**src/acfg_pkg.sv**
```systemverilog
// Constants shared by the acceleration sensor configuration register bank.
// Assumes byte-wide register access with eight-bit addresses.
package acfg_pkg;

	// ----------------------------------------------------------------
	// Direct register offsets
	// ----------------------------------------------------------------
	localparam logic [7:0] ACFG_OFF_REVISION = 8'h00;
	localparam logic [7:0] ACFG_OFF_STATUS = 8'h02;
	localparam logic [7:0] ACFG_OFF_MODE = 8'h14;
	localparam logic [7:0] ACFG_OFF_RD_POINTER = 8'h17;
	localparam logic [7:0] ACFG_OFF_SELECTOR = 8'h18;
	localparam logic [7:0] ACFG_OFF_CTRL_DATA = 8'h19;

	// ----------------------------------------------------------------
	// Identity values (arbitrary neutral values)
	// ----------------------------------------------------------------
	localparam logic [3:0] ACFG_MAJOR_REVISION = 4'h0;
	localparam logic [3:0] ACFG_MINOR_REVISION = 4'h0;

	// ----------------------------------------------------------------
	// Status bit positions
	// ----------------------------------------------------------------
	localparam int ACFG_ST_LOCK = 5;
	localparam int ACFG_ST_CHECKSUM = 1;
	localparam int ACFG_ST_FRAME = 0;

	// ----------------------------------------------------------------
	// Mode register layout
	// ----------------------------------------------------------------
	localparam int ACFG_MD_BUF_EN = 7;
	localparam int ACFG_MD_BYTE_FMT = 6;
	localparam int ACFG_MD_FREEFALL = 4;
	localparam logic [7:0] ACFG_MODE_MASK = 8'hd7;
	localparam logic [7:0] ACFG_MODE_RESET = 8'h00;
	localparam logic [2:0] ACFG_OP_NORMAL = 3'h0;
	localparam logic [2:0] ACFG_OP_OPTION1 = 3'h2;
	localparam logic [2:0] ACFG_OP_OPTION2 = 3'h1;
	localparam logic [2:0] ACFG_OP_MOTION = 3'h3;

	// ----------------------------------------------------------------
	// Indirect register selector codes and layouts
	// ----------------------------------------------------------------
	localparam logic [4:0] ACFG_SEL_RESET = 5'h00;
	localparam logic [4:0] ACFG_SEL_I2C_DIS = 5'h01;
	localparam logic [4:0] ACFG_SEL_COMBINE = 5'h02;
	localparam logic [4:0] ACFG_SEL_THR_Y = 5'h03;
	localparam logic [4:0] ACFG_SEL_THR_X = 5'h04;
	localparam logic [4:0] ACFG_SEL_THR_Z = 5'h05;
	localparam logic [4:0] ACFG_SEL_OUT_CTRL = 5'h0b;
	localparam logic [7:0] ACFG_COMBINE_MASK = 8'h3f;
	localparam logic [7:0] ACFG_COMBINE_RESET = 8'h07;
	localparam logic [7:0] ACFG_OUT_CTRL_MASK = 8'h1f;
	localparam logic [7:0] ACFG_OUT_CTRL_RESET = 8'h00;
	localparam logic [7:0] ACFG_I2C_DIS_RESET = 8'h00;
	localparam logic [7:0] ACFG_THRESHOLD_RESET = 8'h10;
	localparam int ACFG_CB_REQ_Z = 5;
	localparam int ACFG_CB_REQ_X = 4;
	localparam int ACFG_CB_REQ_Y = 3;
	localparam int ACFG_CB_EN_Z = 2;
	localparam int ACFG_CB_EN_X = 1;
	localparam int ACFG_CB_EN_Y = 0;

	// ----------------------------------------------------------------
	// Motion flag positions in the reported axis flags
	// ----------------------------------------------------------------
	localparam int ACFG_MF_Y = 2;
	localparam int ACFG_MF_X = 1;
	localparam int ACFG_MF_Z = 0;

endpackage

```
**src/acfg_register_bank.sv**
```systemverilog
// Configuration register bank of a three-axis acceleration sensor.
// Assumes a byte-wide register port driven synchronously by the serial front end,
// and absolute per-axis magnitudes presented with a one-cycle valid strobe.
`timescale 1ns/1ps
module acfg_register_bank
	import acfg_pkg::*;
#(
	parameter logic [7:0] THRESHOLD_RESET = ACFG_THRESHOLD_RESET
) (
	input wire logic ref_clk_in,
	input wire logic rst_in,
	input wire logic [7:0] reg_addr_in,
	input wire logic reg_wr_in,
	input wire logic [7:0] reg_wdata_in,
	input wire logic reg_rd_in,
	output logic [7:0] reg_rdata_out,
	input wire logic lock_open_in,
	input wire logic checksum_fail_in,
	input wire logic frame_error_in,
	input wire logic frame_good_in,
	input wire logic sample_valid_in,
	input wire logic [7:0] mag_x_in,
	input wire logic [7:0] mag_y_in,
	input wire logic [7:0] mag_z_in,
	input wire logic buf_load_in,
	input wire logic [10:0] buf_sample_in,
	output logic [7:0] buf_frame_first_out,
	output logic [7:0] buf_frame_second_out,
	output logic buf_two_frames_out,
	output logic buffer_enable_out,
	output logic freefall_enable_out,
	output logic [2:0] op_mode_out,
	output logic [7:0] i2c_read_pointer_out,
	output logic [7:0] i2c_disable_out,
	output logic [7:0] output_control_out,
	output logic motion_event_out,
	output logic [2:0] motion_flags_out
);

	// ----------------------------------------------------------------
	// Storage
	// ----------------------------------------------------------------
	logic lock_r;
	logic checksum_r;
	logic frame_err_r;
	logic [7:0] mode_r;
	logic [4:0] sel_r;
	logic [7:0] combine_r;
	logic [7:0] thr_r [0:2];
	logic [7:0] mag [0:2];
	logic [2:0] trig;
	logic motion_nxt;
	logic [7:0] fmt_first;
	logic [7:0] fmt_second;
	logic fmt_two;
	logic wr_mode;
	logic wr_sel;
	logic wr_data;

	assign wr_mode = reg_wr_in && (reg_addr_in == ACFG_OFF_MODE);
	assign wr_sel = reg_wr_in && (reg_addr_in == ACFG_OFF_SELECTOR);
	assign wr_data = reg_wr_in && (reg_addr_in == ACFG_OFF_CTRL_DATA);

	// Index 0 is Y, 1 is X, 2 is Z, matching the selector code order.
	assign mag[0] = mag_y_in;
	assign mag[1] = mag_x_in;
	assign mag[2] = mag_z_in;

	// Maps a selector code to a threshold slot, or 3 when it is no threshold.
	function automatic logic [1:0] thr_slot(input logic [4:0] code);
		if (code == ACFG_SEL_THR_Y) begin
			thr_slot = 2'd0;
		end else if (code == ACFG_SEL_THR_X) begin
			thr_slot = 2'd1;
		end else if (code == ACFG_SEL_THR_Z) begin
			thr_slot = 2'd2;
		end else begin
			thr_slot = 2'd3;
		end
	endfunction

	// ----------------------------------------------------------------
	// Status flags
	// ----------------------------------------------------------------
	// Lock and checksum are sampled every cycle so reads see settled levels.
	always_ff @(posedge ref_clk_in or posedge rst_in) begin
		if (rst_in) begin
			lock_r <= 1'b0;
			checksum_r <= 1'b0;
		end else begin
			lock_r <= lock_open_in;
			checksum_r <= checksum_fail_in;
		end
	end

	// A bad frame in the same cycle as a good one wins, so no error is lost.
	always_ff @(posedge ref_clk_in or posedge rst_in) begin
		if (rst_in) begin
			frame_err_r <= 1'b0;
		end else if (frame_error_in) begin
			frame_err_r <= 1'b1;
		end else if (frame_good_in) begin
			frame_err_r <= 1'b0;
		end
	end

	// ----------------------------------------------------------------
	// Direct configuration registers
	// ----------------------------------------------------------------
	// Reserved mode bits are masked so they never store a value.
	always_ff @(posedge ref_clk_in or posedge rst_in) begin
		if (rst_in) begin
			mode_r <= ACFG_MODE_RESET;
		end else if (wr_mode) begin
			mode_r <= reg_wdata_in & ACFG_MODE_MASK;
		end
	end

	// Reserved mode codes are stored as written; the host must avoid them.
	always_ff @(posedge ref_clk_in or posedge rst_in) begin
		if (rst_in) begin
			buffer_enable_out <= 1'b0;
			freefall_enable_out <= 1'b0;
			op_mode_out <= ACFG_OP_NORMAL;
		end else begin
			buffer_enable_out <= mode_r[ACFG_MD_BUF_EN];
			freefall_enable_out <= mode_r[ACFG_MD_FREEFALL];
			op_mode_out <= mode_r[2:0];
		end
	end

	// The read pointer is write-only and only consumed by the I2C reader.
	always_ff @(posedge ref_clk_in or posedge rst_in) begin
		if (rst_in) begin
			i2c_read_pointer_out <= 8'h00;
		end else if (reg_wr_in && (reg_addr_in == ACFG_OFF_RD_POINTER)) begin
			i2c_read_pointer_out <= reg_wdata_in;
		end
	end

	// Selector writes only land while the lock is open.
	always_ff @(posedge ref_clk_in or posedge rst_in) begin
		if (rst_in) begin
			sel_r <= ACFG_SEL_RESET;
		end else if (wr_sel && lock_r) begin
			sel_r <= reg_wdata_in[4:0];
		end
	end

	// ----------------------------------------------------------------
	// Indirect registers behind the control-data window
	// ----------------------------------------------------------------
	always_ff @(posedge ref_clk_in or posedge rst_in) begin
		if (rst_in) begin
			combine_r <= ACFG_COMBINE_RESET;
			i2c_disable_out <= ACFG_I2C_DIS_RESET;
			output_control_out <= ACFG_OUT_CTRL_RESET;
		end else if (wr_data) begin
			if (sel_r == ACFG_SEL_COMBINE) begin
				combine_r <= reg_wdata_in & ACFG_COMBINE_MASK;
			end else if (sel_r == ACFG_SEL_I2C_DIS) begin
				i2c_disable_out <= reg_wdata_in;
			end else if (sel_r == ACFG_SEL_OUT_CTRL) begin
				output_control_out <= reg_wdata_in & ACFG_OUT_CTRL_MASK;
			end
		end
	end

	// One threshold register per axis; writes to reserved codes fall through.
	generate
		for (genvar i = 0; i < 3; i++) begin : g_thr
			always_ff @(posedge ref_clk_in or posedge rst_in) begin
				if (rst_in) begin
					thr_r[i] <= THRESHOLD_RESET;
				end else if (wr_data && (thr_slot(sel_r) == 2'(i))) begin
					thr_r[i] <= reg_wdata_in;
				end
			end
			assign trig[i] = mag[i] > thr_r[i];
		end
	endgenerate

	// ----------------------------------------------------------------
	// Read mux
	// ----------------------------------------------------------------
	// Unmapped and write-only addresses read zero rather than stale data.
	always_ff @(posedge ref_clk_in or posedge rst_in) begin
		if (rst_in) begin
			reg_rdata_out <= 8'h00;
		end else if (reg_rd_in) begin
			if (reg_addr_in == ACFG_OFF_REVISION) begin
				reg_rdata_out <= {ACFG_MAJOR_REVISION, ACFG_MINOR_REVISION};
			end else if (reg_addr_in == ACFG_OFF_STATUS) begin
				reg_rdata_out <= {2'h0, lock_r, 3'h0, checksum_r, frame_err_r};
			end else if (reg_addr_in == ACFG_OFF_MODE) begin
				reg_rdata_out <= mode_r;
			end else if (reg_addr_in == ACFG_OFF_SELECTOR) begin
				reg_rdata_out <= {3'h0, sel_r};
			end else if (reg_addr_in == ACFG_OFF_CTRL_DATA) begin
				if (sel_r == ACFG_SEL_COMBINE) begin
					reg_rdata_out <= combine_r;
				end else if (sel_r == ACFG_SEL_I2C_DIS) begin
					reg_rdata_out <= i2c_disable_out;
				end else if (sel_r == ACFG_SEL_OUT_CTRL) begin
					reg_rdata_out <= output_control_out;
				end else if (thr_slot(sel_r) != 2'd3) begin
					reg_rdata_out <= thr_r[thr_slot(sel_r)];
				end else begin
					reg_rdata_out <= 8'h00;
				end
			end else begin
				reg_rdata_out <= 8'h00;
			end
		end
	end

	// ----------------------------------------------------------------
	// Motion detector channel combination
	// ----------------------------------------------------------------
	// Combination bits are ordered Z X Y, so index 2..0 lines up with trig.
	assign motion_nxt = (op_mode_out == ACFG_OP_MOTION) && sample_valid_in
		&& ((trig & combine_r[2:0]) != 3'h0)
		&& ((combine_r[5:3] & ~{trig[2], trig[1], trig[0]}) == 3'h0);

	// Flags hold the last detection's axes until the next detection.
	always_ff @(posedge ref_clk_in or posedge rst_in) begin
		if (rst_in) begin
			motion_event_out <= 1'b0;
			motion_flags_out <= 3'h0;
		end else begin
			motion_event_out <= motion_nxt;
			if (motion_nxt) begin
				motion_flags_out[ACFG_MF_Y] <= trig[0];
				motion_flags_out[ACFG_MF_X] <= trig[1];
				motion_flags_out[ACFG_MF_Z] <= trig[2];
			end
		end
	end

	// ----------------------------------------------------------------
	// Buffer sample framing
	// ----------------------------------------------------------------
	acfg_sample_format u_format (
		.sample_in(buf_sample_in),
		.byte_mode_in(mode_r[ACFG_MD_BYTE_FMT]),
		.frame_first_out(fmt_first),
		.frame_second_out(fmt_second),
		.two_frames_out(fmt_two)
	);

	// Frames only refresh while the buffer is powered.
	always_ff @(posedge ref_clk_in or posedge rst_in) begin
		if (rst_in) begin
			buf_frame_first_out <= 8'h00;
			buf_frame_second_out <= 8'h00;
			buf_two_frames_out <= 1'b0;
		end else if (buf_load_in && mode_r[ACFG_MD_BUF_EN]) begin
			buf_frame_first_out <= fmt_first;
			buf_frame_second_out <= fmt_second;
			buf_two_frames_out <= fmt_two;
		end
	end
endmodule

```
**src/acfg_sample_format.sv**
```systemverilog
// Splits one stored axis sample into output frames.
// Assumes the sample is sign plus ten magnitude bits, sign in bit 10.
`timescale 1ns/1ps
module acfg_sample_format
	import acfg_pkg::*;
(
	input wire logic [10:0] sample_in,
	input wire logic byte_mode_in,
	output logic [7:0] frame_first_out,
	output logic [7:0] frame_second_out,
	output logic two_frames_out
);

	// In byte mode only sign and the seven upper bits survive; the second frame is unused.
	always_comb begin
		if (byte_mode_in) begin
			frame_first_out = sample_in[10:3];
			frame_second_out = 8'h00;
			two_frames_out = 1'b0;
		end else begin
			frame_first_out = sample_in[10:3];
			frame_second_out = {sample_in[2:0], 5'h00};
			two_frames_out = 1'b1;
		end
	end

endmodule

```
**config.mk**
```make
export PLATFORM = sky130hd
export DESIGN_NAME = acfg_register_bank
export DESIGN_NICKNAME = d
export VERILOG_FILES = /design/src/acfg_pkg.sv /design/src/acfg_register_bank.sv /design/src/acfg_sample_format.sv
export SDC_FILE = /design/constraint.sdc
export NUM_CORES = 1
export LEC_CHECK = 0
export BUFFER_PORTS_ARGS = -buffer_cell sky130_fd_sc_hd__buf_2
export CORE_MARGIN = 5
export CORE_UTILIZATION = 55
export DETAILED_ROUTE_END_ITERATION = 8
export PLACE_DENSITY = 0.82
export SYNTH_ARGS = -nofsm -noshare
export SYNTH_HDL_FRONTEND = slang
export SYNTH_SLANG_ARGS = --single-unit
```
**constraint.sdc**
```tcl
create_clock -name ref_clk_in -period 6.8 [get_ports ref_clk_in]
set_input_delay 0.68 -clock ref_clk_in [delete_from_list [all_inputs] [get_ports ref_clk_in]]
set_output_delay 0.68 -clock ref_clk_in [all_outputs]
set_load 0.02 [all_outputs]
```
# Yosys cells after proc, flatten, opt, wreduce, memory -nomap -nowiden
# Cells that the tools add are included.
totals:
  out_inout_bits: 58
  mem_bits_rw: 0
  romBits: 0
  in_bits: 61
  memories: 0
  wordCells: 104
  latch_bits: 0
  ff_bits: 99
op_classes:
  n_eq_ne: 15
  mul: 0
  div: 0
  n_reduce_logical: 20
  n_mux: 38
  addsub: 0
  n_lt_le_gt_ge: 4
  bitwise: 6
  n_shift: 0
op_table:
  columns: ["operator", "count"]
  rows:
  - ["8-bit 2-to-1 mux", 12]
  - ["2-bit 2-to-1 mux", 21]
  - ["8-bit by 5-bit equality test with 1-bit output (second input constant)", 4]
  - ["8-bit greater-than comparator", 3]
  - ["8-bit binary-select mux with 2-bit select", 1]
  - ["1-bit logical AND", 12]
  - ["5-bit by 2-bit equality test with 1-bit output (second input constant)", 2]
  - ["5-bit by 3-bit equality test with 1-bit output (second input constant)", 2]
  - ["8-bit by 2-bit equality test with 1-bit output (second input constant)", 1]
  - ["8-bit zero test", 1]
  - ["3-bit bitwise AND", 2]
  - ["5-bit by 1-bit equality test with 1-bit output (second input constant)", 1]
  - ["5-bit by 4-bit equality test with 1-bit output (second input constant)", 1]
  - ["1-bit 2-to-1 mux", 4]
  - ["4-bit AND reduction", 1]
  - ["3-bit by 2-bit equality test with 1-bit output (second input constant)", 1]
  - ["3-bit greater-or-equal comparator (second input constant)", 1]
  - ["3-bit zero test", 1]
  - ["2-bit inverter with 3-bit output", 1]
  - ["3-bit inverter", 1]
  - ["3-bit AND reduction", 1]
  - ["3-bit nonzero test", 1]
  - ["2-bit by 1-bit equality test with 1-bit output (second input constant)", 1]
  - ["2-bit equality test (second input constant)", 1]
  - ["other kinds (5)", 6]

# Depth between registers and ports, before layout
# Gate-level depths: netlist (run 1).
depth:
  depth_word: 37
  depth_mapped: 10

# Cells and area by module
# Synthesis (run 1) repeated with hierarchy kept, for this count alone.
hier_totals:
  cells_unflattened: 439
  area_unflattened_um2: 5082.4
modules_own_cells:
  columns: ["mod", "cells_per_inst", "instances", "area_each_um2"]
  rows:
  - ["acfg_register_bank", 421, 1, 4958.5]
  - ["acfg_sample_format", 18, 1, 123.9]

# Worst setup path before layout (run 1)
# No wires, ideal clock.
synth_path:
  path_type: "in2reg"
  start: "in mag_y_in[5]"
  end: "reg motion_flags_out[2]"
  arrival_time_ns: 2.251
  stages: 8
  path_slack_ns: 4.424
  cell_sequence: "ha_1 -> a211o_1 -> a21oi_1 -> nand2b_1 -> a21boi_0 -> a2111oi_4 -> nand3_2 -> mux2_4"
synth_between:
  elab_chain_cells: 5
  word_cells_on_any_way: 8
  cone_classes: "order compare: 1; bitwise: 3; reduce/logical: 4"
synth_rtl:
  columns: ["item", "line_no", "source"]
  rows:
  - ["start: declaration", "acfg_register_bank.sv:23", "input wire logic [7:0] mag_y_in,"]
  - ["8-bit greater-than comparator *", "acfg_register_bank.sv:179", "assign trig[i] = mag[i] > thr_r[i];"]
  - ["3-bit bitwise AND / 3-bit inverter (equally long branches)", "acfg_register_bank.sv:222, acfg_register_bank.sv:223", null]
  - ["3-bit nonzero test / 3-bit bitwise AND (equally long branches)", "acfg_register_bank.sv:222, acfg_register_bank.sv:223", null]
  - ["1-bit logical AND / 3-bit zero test (equally long branches)", "acfg_register_bank.sv:222, acfg_register_bank.sv:223", null]
  - ["1-bit logical AND", "acfg_register_bank.sv:223", "&& ((combine_r[5:3] & ~{trig[2], trig[1], trig[0]}) == 3'h0);"]
  - ["end signal: indexed assignment", "acfg_register_bank.sv:233", "motion_flags_out[ACFG_MF_Y] <= trig[0];"]
  - ["end signal: indexed assignment", "acfg_register_bank.sv:234", "motion_flags_out[ACFG_MF_X] <= trig[1];"]
  - ["end signal: indexed assignment", "acfg_register_bank.sv:235", "motion_flags_out[ACFG_MF_Z] <= trig[2];"]
  - ["end: declaration", "acfg_register_bank.sv:37", "output logic [2:0] motion_flags_out"]
# Mark *: on every way between the ends. The rest lies on a longest branch, timed or not.
# A chain may end at the register's enable or synchronous reset.

# Final worst setup path (run 1)
layout_path:
  start: "reg sel_r[0]"
  end: "reg thr_r[0] (netlist bit)"
layout_between:
  elab_chain_cells: 6
  word_cells_on_any_way: 8
  cone_classes: "eq/ne: 4; mux: 3; reduce/logical: 1"
layout_rtl:
  columns: ["item", "line_no", "source"]
  rows:
  - ["start: declaration", "acfg_register_bank.sv:47", "logic [4:0] sel_r;"]
  - ["start signal: assignment", "acfg_register_bank.sv:146", "sel_r <= reg_wdata_in[4:0];"]
  - ["5-bit by 3-bit equality test with 1-bit output", "acfg_register_bank.sv:75", "end else if (code == ACFG_SEL_THR_Z) begin"]
  - ["1-bit 2-to-1 mux", "acfg_register_bank.sv:75", null]
  - ["2-bit 2-to-1 mux", "acfg_register_bank.sv:73", "end else if (code == ACFG_SEL_THR_X) begin"]
  - ["2-bit 2-to-1 mux *", "acfg_register_bank.sv:71", "if (code == ACFG_SEL_THR_Y) begin"]
  - ["2-bit equality test *", "acfg_register_bank.sv:175", "end else if (wr_data && (thr_slot(sel_r) == 2'(i))) begin"]
  - ["1-bit logical AND *", "acfg_register_bank.sv:175", null]
  - ["end signal: indexed assignment", "acfg_register_bank.sv:176", "thr_r[i] <= reg_wdata_in;"]
  - ["end: declaration", "acfg_register_bank.sv:49", "logic [7:0] thr_r [0:2];"]
# Marks and branches as above.

==> results.ini, run 1 <==
[status]
status=finished clean

[min_path]
hp-class=input pin to asynchronous set/reset pin

[die]
start_util=0.564
fp.dieH_um=104
row_count=34
io_pins=119
dieArea_um2=10900
core-area_um2=8680
die_x_um=104

[clock_tree]
htree_levels=3
cts_buffers=9
clock-sinks=94
postCtsResizedCells=0
post-cts-setup-buffers=0
cts_tree=built
clock_latency_ns=0.37
holdBufCountCts=0
cts_root_buffer=clkbuf_8
clk_pin_slew_ns=0.10
clockBufferDepth=2

[yosys]
ys_types=62
synth_edf_count=0
syn-mean-instance-area_um2=11.5
synth_area_leaders=dfrtp_1, mux2_2, ha_1
synth_top_area_frac=0.450
synth-seq-cells=94
synthArstFlopShare=1.00
ys_seq_area_frac=0.482
ys_warn_count=0
synth_area_um2=4890
synthCells=424
synthFlopType=dfrtp_1
yosys.area.top_type=dfrtp_1

[sta]
layout_min_cycle_time_ns=2.40
setup_violations=0
slew_headroom=0.363
drv_slew=0
finalCritPeriodShare=0.353
timing.setup.tns_ns=0
setup_ws_ns=4.40
clock.fmax_mhz=417
worst_slew_pin_slew_ns=0.948
skew_ns=0.00760
rsz0062_at_grt=false
final_hold_viol_count=0

[route]
wl_per_cell_um=19.2
drc=0
wl_um=12400
vias=3872
drt_iter0_drc=230
routed_via_density=6.01
ant_nets=0
drt-pass1-iter-count=5

[critical_path]
cp_slowest_cell=dfrtp_1
worstSetupPathType=register to register
reg2reg_to=thr_r[0]$_DFFE_PP0P_
ff2ff_path_depth=4
cp-end-kind=register
r2r-start=sel_r[0]$_DFFE_PP0P_
arrival_ns=2.66
crit_fanout=15
worstPathCellList=nand2b_4, nor3_2, and2_1, mux2_2
cp-start-kind=register
critPathRequiredTime_ns=7.06
critPathMaxStageDelay_ns=0.66
ff2ff_setup_slack_ns=4.40

[flow_run]
drv_cap=0

[cells_and_area]
syn2layout_area_growth_pct=16.0
multi_input_area_um2=2310
final_nets=616
drive_above_1_share=0.399
num_antenna_cells=0
fin_cells=644
seq_area_um2=2360
fillCellCount=653

[place]
gp_congestion=0.922
dp.cells=628
dp_hpwl_um=9300
pre_cts_ws_ns=4.11
portBuffers=110

[power_and_ir_drop]
p_per_area_nw_per_um2=198
p_sw_mw=0.333
p_leak_nw=2.92
peakVddDrop_mv=0.118
netSwitchingFraction=0.297
internal-power_mw=0.788
total_power_mw=1.12
p_seq_frac=0.538
clkPwrFrac=0.322
power_frac_comb=0.140

[global_route]
grt_usage=0.228
grt_max_degree=59
antenna_found_initial=0
overflow=0
grt_pass1_vias=3855
grt_pass1_wl_um=19900

[power by group through the flow]
| stage | clock, mW | combinational, mW | sequential (mW) |
|---|---|---|---|
| finish | 0.360 | 0.157 | 0.603 |
| global route | 0.387 | 0.173 | 0.607 |
| CTS | 0.363 | 0.159 | 0.603 |
| detailed placement | 0 | 0.158 | 0.614 |
| global placement | 0 | 0.153 | 0.612 |
| floorplan | 0 | 0.0646 | 0.644 |
[synthesized netlist by cell type (6+ instances only)]
cell type / n
a21oi_1: 20
a22oi_1: 12
a31oi_1: 6
buf_2: 7
buf_4: 8
dfrtp_1: 88
dfstp_2: 6
ha_1: 24
inv_1: 32
mux2_2: 50
mux2_4: 14
nand2_1: 30
nand2b_1: 7
nand4_1: 7
nor2_1: 10
o211ai_1: 7
o21ai_0: 18
[how the worst max path moves through the flow]
stage / startpoint / end / slack (ns) / depth (start not counted)
2_1_floorplan: rst_in / buf_frame_first_out[0]$_DFFE_PP0P_ / 3.68 / 1
3_3_place_gp: mag_y_in[5] / motion_flags_out[2]$_DFFE_PP0P_ / 4.23 / 9
3_5_place_dp: mag_y_in[5] / motion_flags_out[2]$_DFFE_PP0P_ / 4.11 / 9
4_1_cts: thr_r[20]$_DFFE_PP1P_ / motion_flags_out[2]$_DFFE_PP0P_ / 4.45 / 9
5_1_grt: sel_r[0]$_DFFE_PP0P_ / combine_r[3]$_DFFE_PP0P_ / 4.25 / 3
6_report: sel_r[0]$_DFFE_PP0P_ / thr_r[0]$_DFFE_PP0P_ / 4.40 / 4
[flip-flops by register name (all words and copies together), names as in the netlist, 3 cells and up]
signal,count
op_mode_out,3
combine_r,6
output_control_out,5
buf_frame_first_out,8
i2c_read_pointer_out,8
buf_frame_second_out,3
thr_r,24
mode_r,6
sel_r,5
motion_flags_out,3
reg_rdata_out,8
i2c_disable_out,8
[critical path: cells and delay by family, from the launching register on]
family	cells	cell delay, ns
AND/OR/NAND/NOR	3	1.24
multiplexers	1	0.38
flip-flops	1	0.66
[placed cells by master, fill, tap and decap left out, drive strengths merged, types with 3 or more instances in the layout]
master  Yosys  final
buf        18    111
dfrtp      88     88
mux2       64     64
inv        32     34
nand2      34     34
ha         24     24
a21oi      21     21
o21ai      20     20
a22oi      12     12
nor2       11     11
clkbuf      4      9
conb        1      8
nand2b      8      8
o211ai      7      7
nand4       7      7
a31oi       6      6
dfstp       6      6
nor2b       5      5
nor3        5      5
and3        4      4
a21o        4      4
clkinv      0      4
and4        3      3
o22ai       3      3
mux2i       3      3
and2        3      3
nand3       3      3
[metal layers]
metal | wire, µm | up-vias | track usage
met2 | 5770 | 224 | 0.355
li1 | - | 1737 | -
met3 | 1270 | 37 | 0.0739
met5 | 0 | - | 0
met1 | 4930 | 1874 | 0.294
met4 | 417 | 0 | 0.0934
[through the flow]
| step | utilization | hold WS, ns | cell area (µm²) |
|---|---|---|---|
| 2_1_floorplan | - | 0.369 | 4920 |
| 5_1_grt | 0.654 | 0.400 | 5670 |
| 6_report | 0.654 | 0.348 | 5670 |
| 3_3_place_gp | 0.632 | 0.397 | 5490 |
| 4_1_cts | 0.654 | 0.374 | 5670 |
| 3_5_place_dp | 0.632 | 0.396 | 5490 |
[kinds of logic (layout without fill, tap and decap cells)]
kind of cell / Yosys count / in the layout / synth area share
flops: 94 / 94 / 0.482
simple gates: 93 / 93 / 0.112
compound gates: 91 / 91 / 0.129
mux: 67 / 67 / 0.164
buf+inv: 54 / 159 / 0.0509
fa+ha+maj: 24 / 24 / 0.0614
other cells: 1 / 8 / 0.000766
[layout make-up]
cell class                 instances  area share
clock buffer                       9      0.0218
clock inverter                     7      0.0115
inverter                          32      0.0214
multi-input combinational        283       0.407
sequential                        94       0.416
tap                              108      0.0238
timing repair buffer             111      0.0983
No activity file was read; power rests on OpenSTA's default activity.
==> run 2, diff against run 1 <==
--- a/config.mk
+++ b/config.mk
@@ -5,11 +5,12 @@
 export SDC_FILE = /design/constraint.sdc
 export NUM_CORES = 1
 export LEC_CHECK = 0
+export ABC_AREA = 1
 export BUFFER_PORTS_ARGS = -buffer_cell sky130_fd_sc_hd__buf_2
 export CORE_MARGIN = 5
-export CORE_UTILIZATION = 55
+export CORE_UTILIZATION = 54
 export DETAILED_ROUTE_END_ITERATION = 8
-export PLACE_DENSITY = 0.82
+export PLACE_DENSITY = 0.81
 export SYNTH_ARGS = -nofsm -noshare
 export SYNTH_HDL_FRONTEND = slang
 export SYNTH_SLANG_ARGS = --single-unit
==> constraint.sdc (replaced) <==
create_clock -name ref_clk_in -period 2.5 [get_ports ref_clk_in]
set_input_delay 0.25 -clock ref_clk_in [delete_from_list [all_inputs] [get_ports ref_clk_in]]
set_output_delay 0.25 -clock ref_clk_in [all_outputs]
set_load 0.02 [all_outputs]
==> results.ini, run 2 <==
[yosys]
synth_xor_area_frac=0
ys_types=36
synthTopCellsByCount=nand2_1, dfrtp_1, inv_1
synthCells=585
synthSimpleGateAreaFrac=0.251
syn-mean-instance-area_um2=8.19
synthArstFlopShare=1.00
synth_edf_count=0
synth_top_family_by_area=simple AND/OR/NAND/NOR gates
yosysMostFrequentCell=nand2_1
synth_mux_area_frac=0
ys_seq_area_frac=0.492
synth_area_leaders=dfrtp_1, nand2_1, ha_1
synth-seq-cells=94
synth_area_um2=4790
ys_warn_count=0
synthFlopType=dfrtp_1
synthAdderAreaFrac=0.0626
synth_top_area_frac=0.459
yosys.area.top_type=dfrtp_1
synth_compound_area_frac=0.114

[global_route]
use_met3=0.0466
antenna_found_initial=0
grt_pass1_wl_um=20400
busiest_layer=met2
overflow=0
grt_max_degree=49
grt_pass1_vias=4271
met1_usage=0.316
use_met2=0.366
grt_usage=0.232

[sta]
slew_headroom=0.624
skew_ns=0.0117
finalCritPeriodShare=0.796
final_hold_viol_count=0
timing.setup.tns_ns=0
worst_slew_pin_slew_ns=0.562
setup_ws_ns=0.511
rsz0062_at_grt=false
clock.fmax_mhz=503
setup_violations=0
drv_slew=0
layout_min_cycle_time_ns=1.99

[min_path]
hp-class=input pin to register
hp-start=frame_good_in

[clock_tree]
cts_root_buffer=clkbuf_8
cts_tree=built
clk_pin_slew_ns=0.10
post-cts-setup-buffers=0
clock-sinks=94
clock_latency_ns=0.36
clockBufferDepth=2
cts_buffers=9
htree_levels=3

[place]
gp_congestion=0.932
portBuffers=110
dpl_cell_area_um2=5430
pre_cts_ws_ns=0.549
dp_hpwl_um=9370

[die]
fp.dieH_um=104
row_count=34
die_x_um=104
io_pins=119
dieArea_um2=10900
core-area_um2=8680
start_util=0.552

[cells_and_area]
drive_above_1_share=0.218
syn2layout_area_growth_pct=18.7
final_area_um2=5690
layout_common_cells=nand2_1, buf_2, dfrtp_1
final_nets=786
largest_reg_flops=24
layout_commonest_cell=nand2_1
largest-register=thr_r
num_antenna_cells=0

[route]
drt_iter0_drc=266
routed_via_density=5.25
drc=0
ant_nets=0
wl_per_cell_um=15.0
drt-pass1-iter-count=7
wl_um=12200
vias=4277

[power_and_ir_drop]
p_per_area_nw_per_um2=565
p_leak_nw=3.06
peakVddDrop_mv=0.435
total_power_mw=3.22

[critical_path]
crit_fanout=4
cp-start-kind=register
worstSetupPathType=register to register
arrival_ns=2.24
critPathRequiredTime_ns=2.75
r2r-start=thr_r[4]$_DFFE_PP1P_
cp-startpoint=thr_r[4]$_DFFE_PP1P_
cp-end-kind=register

[flow_run]
drv_cap=0

[status]
status=finished clean

## run 2: changes by cell type after synthesis, sizes merged, moves of 5 or more
cell,previous run,this run
inv,32,72
a31oi,6,0
nor2b,5,0
nand2b,8,0
o21ai,20,75
mux2,64,0
nand2,34,202
nor2,11,32
a21oi,21,14
nand3,3,23
a22oi,12,0
## run 2: cells by family (layout without fill, tap and decap cells)
| kind of cell | after synthesis | after routing |
|---|---|---|
| compound gates | 102 | 102 |
| fa+ha+maj | 24 | 24 |
| buf+inv | 90 | 204 |
| flops | 94 | 94 |
| other cells | 1 | 8 |
| simple gates | 274 | 274 |
## run 2: where the power goes
group	total [mW]	internal, mW	switching, mW
Combinational	0.429	0.148	0.282
Sequential	1.64	1.59	0.0429
Clock	1.15	0.578	0.573
## run 2: critical path: stages, from the launching register on
cell and delay [ns]:
dfstp_2 0.56, inv_1 0.04, ha_1 0.26, nand2_1 0.05
nor2_1 0.12, nand2_1 0.07, nand2_1 0.14, a21oi_1 0.10
nor2_1 0.21, nand3_1 0.18, nand2_1 0.10, nand2_1 0.05
## run 2: path summary, 6_finish.rpt
kind,end,slack [ns],cells past startpoint
max,motion_flags_out[0]$_DFFE_PP0P_,0.51,11
min,frame_err_r$_DFFE_PP0P_,0.06,2
max reg2reg,motion_flags_out[0]$_DFFE_PP0P_,0.51,11
min reg2reg,op_mode_out[0]$_DFF_PP0_,0.42,0
max in group asynchronous,combine_r[2]$_DFFE_PP1P_,1.31,4
min in group asynchronous,buf_frame_second_out[7]$_DFFE_PP0P_,0.44,3
## run 2: cell type report
cell class,count,area [µm²]
clock buffer,9,124
clock inverter,7,104
sequential,94,2360
timing repair buffer,115,608
multi-input combinational,408,2080
fill,739,2990
tap,108,135
inverter,73,278
## run 2: per-stage QoR
stage               hold WS (ns)   util  std cells
floorplan                  0.281      -        592
global placement           0.278  0.626        795
detailed placement         0.282  0.626        795
CTS                       0.0514  0.656        814
global route              0.0607  0.656        814
finish                    0.0613  0.656        814
## run 2: per-layer routing
layer / wire length, µm / share of wire
met3: 885 / 0.072
met5: 0 / 0
met4: 309 / 0.025
met2: 5720 / 0.47
met1: 5300 / 0.43
## run 2: repair_timing
action	4_1_cts	5_1_grt
resized for setup	0	0
endpoints found under the hold margin	19	0
endpoints found under the setup margin	0	0
hold buffers	3	0
